<file path="config.mk">
export PLATFORM = sky130hd
export DESIGN_NAME = asb_atomic
export DESIGN_NICKNAME = d
export VERILOG_FILES = /design/src/hdl/asb_pkg.sv /design/src/hdl/asb_atomic.sv
export SDC_FILE = /design/constraint.sdc
export NUM_CORES = 1
export LEC_CHECK = 0
export BUFFER_PORTS_ARGS = -buffer_cell sky130_fd_sc_hd__buf_2
export CAP_MARGIN = 20
export CORE_UTILIZATION = 51
export DETAILED_ROUTE_END_ITERATION = 16
export PLACE_DENSITY = 0.85
export SETUP_SLACK_MARGIN = 0.15
export SLEW_MARGIN = 0
export SYNTH_ARGS = -nofsm -noshare
export SYNTH_HDL_FRONTEND = slang
export SYNTH_SLANG_ARGS = --single-unit
export TNS_END_PERCENT = 5
</file>
<file path="constraint.sdc">
create_clock -name MCLK -period 3.37 [get_ports MCLK]
set_clock_uncertainty 0.2 [all_clocks]
set_input_delay 0.1685 -clock MCLK [delete_from_list [all_inputs] [get_ports MCLK]]
set_output_delay 0.1685 -clock MCLK [all_outputs]
set_load 0.03 [all_outputs]
</file>
<file path="src/hdl/asb_pkg.sv">
/*
  Shared types and constants for the conditional-store and memory-barrier unit.
  Assumes a 32-bit datapath and instruction word, one core clock.
*/
package asb_pkg;

  localparam int XLEN    = 32;
  localparam int OFF_W   = 16;
  localparam int GIDX_W  = 5;
  localparam int ALIGN_W = 2;

  // Instruction field positions
  localparam int OPC_HI  = 31;
  localparam int OPC_LO  = 26;
  localparam int BASE_HI = 25;
  localparam int BASE_LO = 21;
  localparam int TGT_HI  = 20;
  localparam int TGT_LO  = 16;
  localparam int OFF_HI  = 15;
  localparam int OFF_LO  = 0;
  localparam int FN_HI   = 5;
  localparam int FN_LO   = 0;

  localparam logic [5:0] OPC_STORE_COND  = 6'h38;
  localparam logic [5:0] OPC_FUNC_GROUP  = 6'h00;
  localparam logic [5:0] FN_BARRIER      = 6'h0F;
  localparam logic [1:0] ALIGN_OK        = 2'h0;

  typedef enum logic [2:0] {
    ASB_EXC_NONE,
    ASB_EXC_ADDR,
    ASB_EXC_TLB_REFILL,
    ASB_EXC_TLB_INVALID,
    ASB_EXC_TLB_MOD,
    ASB_EXC_RESV
  } asb_exc_t;

  typedef enum logic [1:0] {
    ASB_IDLE,
    ASB_XLAT,
    ASB_STORE,
    ASB_DRAIN
  } asb_fsm_t;

  typedef struct packed {
    logic [XLEN-1:0] instr;
    logic [XLEN-1:0] base_val;
    logic [XLEN-1:0] target_val;
  } asb_issue_t;

  typedef struct packed {
    logic            valid;
    logic [XLEN-1:0] vaddr;
  } asb_xlat_req_t;

  typedef struct packed {
    logic            valid;
    asb_exc_t        exc;
    logic [XLEN-1:0] paddr;
  } asb_xlat_rsp_t;

  typedef struct packed {
    logic            valid;
    logic [XLEN-1:0] paddr;
    logic [XLEN-1:0] data;
  } asb_mem_wr_t;

  typedef struct packed {
    logic              valid;
    logic              gpr_we;
    logic [GIDX_W-1:0] gpr_idx;
    logic [XLEN-1:0]   value;
    asb_exc_t          exc;
  } asb_result_t;

  typedef struct packed {
    asb_fsm_t        fsm;
    logic            link_flag;
    logic            flush;
    logic [XLEN-1:0] data;
    asb_xlat_req_t   xlat;
    asb_mem_wr_t     mem_wr;
    asb_result_t     res;
  } asb_state_t;

endpackage

</file>
<file path="src/hdl/asb_atomic.sv">
/*
  Conditional-store and memory-barrier execution unit.
  Assumes the pipeline pulses LL_EXEC/EXC_TAKEN, and MEM_IDLE means every
  earlier load has written back and every store is globally visible.
*/
`timescale 1ns/10ps
`default_nettype none

module asb_atomic
  import asb_pkg::*;
(
  input  wire logic           MCLK,
  input  wire logic           RSTN,
  input  wire logic           ISSUE_VALID,
  output logic                ISSUE_READY,
  input  wire asb_pkg::asb_issue_t    ISSUE,
  input  wire logic           LL_EXEC,
  input  wire logic           EXC_TAKEN,
  output asb_pkg::asb_xlat_req_t      XLAT_REQ,
  input  wire asb_pkg::asb_xlat_rsp_t XLAT_RSP,
  output asb_pkg::asb_mem_wr_t        MEM_WR,
  input  wire logic           MEM_WR_ACK,
  output logic                WB_FLUSH,
  output logic                HOLD_LATER,
  input  wire logic           WB_EMPTY,
  input  wire logic           MEM_IDLE,
  output logic                LINK_FLAG,
  output asb_pkg::asb_result_t        RESULT
);
  import asb_pkg::*;

  localparam asb_state_t ST_RST = '0;

  asb_state_t        st_q;
  asb_state_t        st_d;
  logic              take;
  logic              is_sc;
  logic              is_barrier;
  logic [XLEN-1:0]   ea;
  logic              clear_link;

  assign ISSUE_READY = (st_q.fsm == ASB_IDLE);
  assign take        = ISSUE_VALID && ISSUE_READY;
  assign is_sc       = (ISSUE.instr[OPC_HI:OPC_LO] == OPC_STORE_COND);
  // Barrier-type field is not looked at, so types 1-31 act as type 0
  assign is_barrier  = (ISSUE.instr[OPC_HI:OPC_LO] == OPC_FUNC_GROUP)
                    && (ISSUE.instr[FN_HI:FN_LO] == FN_BARRIER);
  assign ea = ISSUE.base_val
            + {{(XLEN-OFF_W){ISSUE.instr[OFF_HI]}}, ISSUE.instr[OFF_HI:OFF_LO]};

  always_comb begin
    st_d       = st_q;
    clear_link = 1'b0;
    st_d.res.valid  = 1'b0;
    st_d.res.gpr_we = 1'b0;
    st_d.res.exc    = ASB_EXC_NONE;
    case (st_q.fsm)
      ASB_IDLE: begin
        if (take) begin
          st_d.res.gpr_idx = ISSUE.instr[TGT_HI:TGT_LO];
          if (is_sc) begin
            st_d.data = ISSUE.target_val;
            if (ea[ALIGN_W-1:0] != ALIGN_OK) begin
              st_d.res.valid = 1'b1;
              st_d.res.exc   = ASB_EXC_ADDR;
              clear_link     = 1'b1;
            end else if (!st_q.link_flag) begin
              // Failing store skips translation so it can fault on nothing
              st_d.res.valid  = 1'b1;
              st_d.res.gpr_we = 1'b1;
              st_d.res.value  = '0;
              clear_link      = 1'b1;
            end else begin
              st_d.xlat.valid = 1'b1;
              st_d.xlat.vaddr = ea;
              st_d.fsm        = ASB_XLAT;
            end
          end else if (is_barrier) begin
            st_d.flush = 1'b1;
            st_d.fsm   = ASB_DRAIN;
          end else begin
            st_d.res.valid = 1'b1;
            st_d.res.exc   = ASB_EXC_RESV;
          end
        end
      end
      ASB_XLAT: begin
        if (XLAT_RSP.valid) begin
          st_d.xlat.valid = 1'b0;
          st_d.fsm        = ASB_IDLE;
          st_d.res.valid  = 1'b1;
          clear_link      = 1'b1;
          if (XLAT_RSP.exc != ASB_EXC_NONE) begin
            st_d.res.exc = XLAT_RSP.exc;
          end else if (!st_q.link_flag) begin
            // Exception taken while translating: sequence is broken
            st_d.res.gpr_we = 1'b1;
            st_d.res.value  = '0;
          end else begin
            st_d.res.valid    = 1'b0;
            clear_link        = 1'b0;
            st_d.mem_wr.valid = 1'b1;
            st_d.mem_wr.paddr = XLAT_RSP.paddr;
            st_d.mem_wr.data  = st_q.data;
            st_d.fsm          = ASB_STORE;
          end
        end
      end
      ASB_STORE: begin
        if (MEM_WR_ACK) begin
          st_d.mem_wr.valid = 1'b0;
          st_d.res.valid    = 1'b1;
          st_d.res.gpr_we   = 1'b1;
          st_d.res.value    = {{(XLEN-1){1'b0}}, 1'b1};
          clear_link        = 1'b1;
          st_d.fsm          = ASB_IDLE;
        end
      end
      ASB_DRAIN: begin
        // Later loads and stores stay held until everything earlier is done
        if (WB_EMPTY && MEM_IDLE) begin
          st_d.flush     = 1'b0;
          st_d.res.valid = 1'b1;
          st_d.fsm       = ASB_IDLE;
        end
      end
      default: begin
        st_d = ST_RST;
      end
    endcase
    if (clear_link || EXC_TAKEN) begin
      st_d.link_flag = 1'b0;
    end
    // A new linked load wins over any clear in the same cycle
    if (LL_EXEC) begin
      st_d.link_flag = 1'b1;
    end
  end

  always_ff @(posedge MCLK) begin
    if (!RSTN) begin
      st_q <= ST_RST;
    end else begin
      st_q <= st_d;
    end
  end

  assign XLAT_REQ   = st_q.xlat;
  assign MEM_WR     = st_q.mem_wr;
  assign WB_FLUSH   = st_q.flush;
  assign HOLD_LATER = st_q.flush;
  assign LINK_FLAG  = st_q.link_flag;
  assign RESULT     = st_q.res;

  a_misalign_no_store: assert property (@(posedge MCLK) disable iff (!RSTN)
    take && is_sc && (ea[ALIGN_W-1:0] != ALIGN_OK)
    |=> RESULT.valid && (RESULT.exc == ASB_EXC_ADDR) && !RESULT.gpr_we && !MEM_WR.valid)
    else $error("misaligned conditional store not faulted");

  a_unlinked_fails: assert property (@(posedge MCLK) disable iff (!RSTN)
    take && is_sc && (ea[ALIGN_W-1:0] == ALIGN_OK) && !LINK_FLAG
    |=> RESULT.valid && RESULT.gpr_we && (RESULT.value == '0) && !XLAT_REQ.valid)
    else $error("unlinked conditional store did not fail cleanly");

  a_linked_translates: assert property (@(posedge MCLK) disable iff (!RSTN)
    take && is_sc && (ea[ALIGN_W-1:0] == ALIGN_OK) && LINK_FLAG
    |=> XLAT_REQ.valid && (XLAT_REQ.vaddr == $past(ea)))
    else $error("effective address wrong or translation not requested");

  a_store_then_one: assert property (@(posedge MCLK) disable iff (!RSTN)
    MEM_WR.valid && MEM_WR_ACK
    |=> RESULT.valid && RESULT.gpr_we && (RESULT.value == XLEN'(1)) && !MEM_WR.valid
        && (!LINK_FLAG || $past(LL_EXEC)))
    else $error("completed store did not report success");

  a_store_held: assert property (@(posedge MCLK) disable iff (!RSTN)
    MEM_WR.valid && !MEM_WR_ACK |=> MEM_WR.valid && $stable(MEM_WR.data))
    else $error("store request dropped before acknowledge");

  a_result_width: assert property (@(posedge MCLK) disable iff (!RSTN)
    RESULT.valid && RESULT.gpr_we |-> (RESULT.value[XLEN-1:1] == '0))
    else $error("result upper bits not zero");

  a_exc_breaks_link: assert property (@(posedge MCLK) disable iff (!RSTN)
    EXC_TAKEN && !LL_EXEC |=> !LINK_FLAG)
    else $error("exception left link flag set");

  a_ll_sets_link: assert property (@(posedge MCLK) disable iff (!RSTN)
    LL_EXEC |=> LINK_FLAG)
    else $error("linked load did not set link flag");

  a_drain_release: assert property (@(posedge MCLK) disable iff (!RSTN)
    (st_q.fsm == ASB_DRAIN) && !(WB_EMPTY && MEM_IDLE)
    |=> WB_FLUSH && HOLD_LATER && !RESULT.valid)
    else $error("barrier released before memory drained");

  a_barrier_clean: assert property (@(posedge MCLK) disable iff (!RSTN)
    (st_q.fsm == ASB_DRAIN) && WB_EMPTY && MEM_IDLE
    |=> RESULT.valid && (RESULT.exc == ASB_EXC_NONE) && !HOLD_LATER && ISSUE_READY)
    else $error("barrier finished badly");

endmodule // asb_atomic

`default_nettype wire

</file>
# ---- Word level (Yosys, flattened, before mapping)
# Cells that the tools add are included.
# W data, S select, Z words.
dict set report op_classes {
  add_sub_neg 1
  n_eq_ne 19
  mux 59
  bitwise_logic 2
  reduce_logical 22
}
# operator n
set op_table {}
lappend op_table {{$mux W32} 5}
lappend op_table {{$mux W67} 2}
lappend op_table {{$mux W66} 2}
lappend op_table {{$pmux W32 S3} 1}
lappend op_table {{$mux W33} 2}
lappend op_table {{$mux W65} 1}
lappend op_table {{$mux W42} 1}
lappend op_table {{$mux W35} 1}
lappend op_table {{$add A32 B32 Y32} 1}
lappend op_table {{$mux W2} 12}
lappend op_table {{$mux W1} 21}
lappend op_table {{$reduce_and A5 Y1} 3}
lappend op_table {{$ne A2 B2 Y1 const B} 7}
lappend op_table {{$reduce_and A7 Y1} 2}
lappend op_table {{$reduce_bool A2 Y1} 5}
lappend op_table {{$mux W3} 3}
lappend op_table {{$ne A2 B1 Y1 const B} 4}
lappend op_table {{$pmux W2 S4} 1}
lappend op_table {{$eq A6 B4 Y1 const B} 1}
lappend op_table {{$eq A6 B6 Y1 const B} 1}
lappend op_table {{$logic_not A6 Y1} 1}
lappend op_table {{$ne A3 B3 Y1 const B} 2}
lappend op_table {{$pmux W1 S2} 3}
lappend op_table {{$pmux W1 S3} 2}
lappend op_table {{other kinds (14)} 19}
dict set report totals {
  register_bits 176
  in_bits 140
  output_inout_bits 144
  wordCells 117
}

# ---- Longest topological paths before layout
dict set report logic_depth {
  ltp_word 9
  ltp_mapped 11
  mapped_depth_nobuf 10
}

# ---- Least setup slack after synthesis
# Ideal clock, no wire load.
dict set report synth_timing {
  path_kind {input -> register}
  start {in ISSUE[32] in the netlist's numbering}
  end {reg st_q, in the netlist XLAT_REQ[28]}
  setup_ns 0.124
  t_arrival_ns 2.203
  required_time_ns 3.046
  slack_ns 0.843
  cell_stages 10
  n_path_buf 0
  cell_sequence {ha_1 > fa_1 > a21o_1 > a31oi_1 > o21a_2 > a211oi_2 > or3b_1 > a221oi_2 > xor2_1 > o21ai_1}
}
dict set report synth_via {
  elab_chain_len 4
}
# item line_no
set synth_rtl {}
lappend synth_rtl {{start, declared} asb_atomic.sv:16} ;# input wire asb_pkg::asb_issue_t ISSUE,
lappend synth_rtl {{$add A32 B32 Y32 *} asb_atomic.sv:49} ;# + {{(XLEN-OFF_W){ISSUE.instr[OFF_HI]}}, ISSUE.instr[OFF_HI:OFF_LO]};
lappend synth_rtl {{$reduce_bool A2 Y1} asb_atomic.sv:63} ;# if (ea[ALIGN_W-1:0] != ALIGN_OK) begin
lappend synth_rtl {{$not A1 Y1 (no line)} n/a}
lappend synth_rtl {{$reduce_and A5 Y1 (no line)} n/a}
lappend synth_rtl {{end signal, assigned} asb_atomic.sv:144} ;# st_q <= st_d;
lappend synth_rtl {{end, declared} asb_atomic.sv:34} ;# asb_state_t st_q;
# Every way passes the cells marked *; elsewhere a longest branch is shown, timed or not.
# A chain may end at the register's enable or synchronous reset.

# ---- Worst setup path in the final report
dict set report layout_timing {
  start {reg st_q[175] in the netlist's numbering}
  end {reg st_q, in the netlist LINK_FLAG}
}
dict set report layout_via {
  elab_chain_len 6
  word_cells_on_any_way 8
  cone_classes {2 x eq/ne; 2 x mux; 4 x reduce/logical}
}
# item line_no
set layout_rtl {}
lappend layout_rtl {{$logic_not A2 Y1} {asb_atomic.sv:42, asb_atomic.sv:57}}
lappend layout_rtl {{$logic_and A1 B1 Y1} asb_atomic.sv:43} ;# assign take = ISSUE_VALID && ISSUE_READY;
lappend layout_rtl {{$mux W1} asb_atomic.sv:59} ;# if (take) begin
lappend layout_rtl {{$pmux W1 S3 *} asb_atomic.sv:57} ;# case (st_q.fsm)
lappend layout_rtl {{$logic_or A1 B1 Y1 *} asb_atomic.sv:131} ;# if (clear_link || EXC_TAKEN) begin
lappend layout_rtl {{$reduce_bool A2 Y1 (no line) *} n/a}
# Marked as above.

==> results.py <==
metrics = {
    "grt": {
        "grt_max_degree": 55,
        "grt_pass1_wl_mm": 36.1,
        "gr-total-overflow": 0,
        "grt_pass1_vias": 7435,
        "grt_antenna_before_repair": 1,
        "grt_usage_pct": 25.5,
    },
    "setup_path": {
        "worstPathRequired_ns": 3.48,
        "reg2reg_slack_ns": 0.51,
        "arrival_ns": 2.96,
        "critical-path-max-stage-delay_ns": 0.56,
        "cp_max_fo": 10,
        "crit_slowest_cell": "dlygate4sd3_1",
        "cp-start-kind": "flop",
        "crit_type": "reg -> reg",
        "end_kind": "flop",
        "crit_chain": "inv_1, ha_1, nand2_1, nor2_2, nand2_1, a31oi_1, nor3b_1, nor2_1, dlygate4sd3_1, nor2_1",
    },
    "route": {
        "drtIter0Drc": 523,
        "vias": 8092,
        "ant_nets": 0,
        "wl_mm": 23.6,
        "dr.pass1.iters": 5,
        "via_per_inst": 5.29,
        "post_drt_wl_per_cell_um": 15.4,
        "route.detailed.drc": 0,
    },
    "synthesis": {
        "synthCells": 1103,
        "synth.area.top_cells": "dfxtp_1, buf_4, nand2_1, a21oi_1, ha_1",
        "syn_nets": 1280,
        "synth_seq_cells": 176,
        "synth.avg_cell_area_um2": 7.99,
        "synth_edf_count": 0,
        "yosys_warnings": 0,
        "netlist.area_leader.share_pct": 40.0,
        "synthArstFlopShare_pct": 0,
        "yosysTopAreaCell": "dfxtp_1",
        "ys_seq_area_share_pct": 40.0,
        "synth_area_um2": 8810,
        "synth_cell_types": 57,
        "synth_ff_type": "dfxtp_1",
    },
    "timing": {
        "worstMarginPinSlew_ns": 0.980,
        "fin_ws_ns": 0.515,
        "tns_ns": 0,
        "period_needed_ns": 2.86,
        "final-hold-violation-count": 0,
        "slew_violations": 0,
        "final-setup-viol-count": 0,
        "worst_slew_margin_rel_pct": 34.5,
        "fmax_mhz": 350,
        "rsz0062_at_grt": "no",
        "fin_crit_sh_pct": 84.7,
        "whs_ns": 0.0361,
    },
    "cts": {
        "htreeDepth": 4,
        "cts_root_buf": "clkbuf_16",
        "clock_latency_ns": 0.42,
        "cts_sinks": 176,
        "cts_buffers": 17,
        "cts_setup_buffers": 0,
        "cts_tree": "yes",
        "clockBufferDepth": 2,
        "clk_pin_slew_ns": 0.07,
    },
    "die": {
        "rows": 47,
        "die_w_um": 133,
        "core_um2": 16700,
        "die_y_um": 133,
        "die-area_um2": 17800,
        "start_util_pct": 52.8,
        "ios": 284,
    },
    "cells_and_area": {
        "fin_util_pct": 64.3,
        "final_cell_mix": "buf_2, nand2_1, dfxtp_1",
        "seqCellArea_um2": 3520,
        "nets": 1472,
        "multi_input_area_um2": 3970,
        "final_layout_size_suffix_gt1_share_pct": 25.9,
        "fill_cells": 1328,
        "layout_commonest_cell": "buf_2",
        "synthToLayoutAreaGrowth_pct": 21.9,
    },
    "pwr": {
        "vdd_drop_max_mv": 0.354,
        "p_total_w": 0.00482,
        "power_density_nw_per_um2": 448,
        "p_leak_nw": 4.79,
    },
    "placed_design": {
        "place_hpwl_mm": 15.5,
        "post-place-ws_ns": 0.482,
        "portBuffers": 278,
        "gp_congestion": 0.929,
    },
    "worst_hold_path": {
        "worst_hold_path_type": "in -> reg",
    },
    "run": {
        "maxCapViolCount": 0,
    },
    "outcome": {
        "status": "finished, final reports clean",
    },
}
## what timing repair did
item,in CTS,in global routing
hold buffers,79,0
resized for setup,0,0
hold endpoints to repair,77,0
## routing by layer
layer / GRT usage (%) / up-vias / wire length [um]
met5: 0 / - / 0
met4: 12.9 / 0 / 801
met3: 5.75 / 69 / 1660
met2: 45.0 / 378 / 11700
met1: 28.6 / 3698 / 9360
li1: - / 3947 / -
## path summary, 6_finish.rpt
check,startpoint,end,cells after the start
worst max register to register,st_q[175],LINK_FLAG,10
worst min register to register,XLAT_REQ[31],XLAT_REQ[31],2
worst min-delay path,XLAT_RSP[35],XLAT_REQ[32],4
worst max-delay path,st_q[175],LINK_FLAG,10
## power breakdown
part	internal, W	switching [W]
Combinational	0.000300	0.000375
Sequential	0.00209	0.00000886
Clock	0.00118	0.000854
Total	0.00358	0.00124
## cell families (layout without fill, tap and decap cells)
kind of cell / count (synthesis) / count (layout) / share of synthesized area, %
AOI/OAI and AO/OA: 253 / 253 / 16.7
adders and majority gates: 37 / 37 / 5.34
DFF: 176 / 176 / 40.0
xor gates and xnor gates: 28 / 28 / 2.78
and+or+nand+nor: 397 / 397 / 19.7
buffers and inverters: 211 / 416 / 15.3
muxes: 1 / 1 / 0.114
other: 0 / 1 / 0
## registers in the layout (all words and copies together), names as in the netlist
name,count
MEM_WR,65
RESULT,42
st_q,34
XLAT_REQ,33
HOLD_LATER,1
LINK_FLAG,1
## critical path: cells and delay by family (launching register included)
family	cells	cell delay [ns]
buf+inv	2	0.68
simple gates	6	0.85
compound gates	1	0.23
fa+ha+maj	1	0.45
flops	1	0.33
## cell type report
class	count	share of cell area [%]
repair buffers	370	21.5
well taps	220	2.56
inverters	14	0.501
clock inverters	14	1.72
flip-flops and latches	176	32.8
multi-input cells	716	36.9
clock buffers	18	4.00
diodes	1	0.0233
## synth_stat cells (all sizes together) (8+ instances only)
cell type	n
a21oi	143
nand4	12
dfxtp	176
and3	34
o21ai	42
ha	36
nor2	30
a21boi	15
xor2	8
clkbuf	47
nand3	16
and2	8
buf	150
xnor2	20
inv	14
nand2	269
## stage by stage
stage	instance area, um^2	instances
finish	10700	1529
global route	10700	1529
CTS	10700	1528
detailed placement	9330	1417
global placement	9330	1417
floorplan	8810	1103
Note: power is estimated with default switching activity, not from simulation.
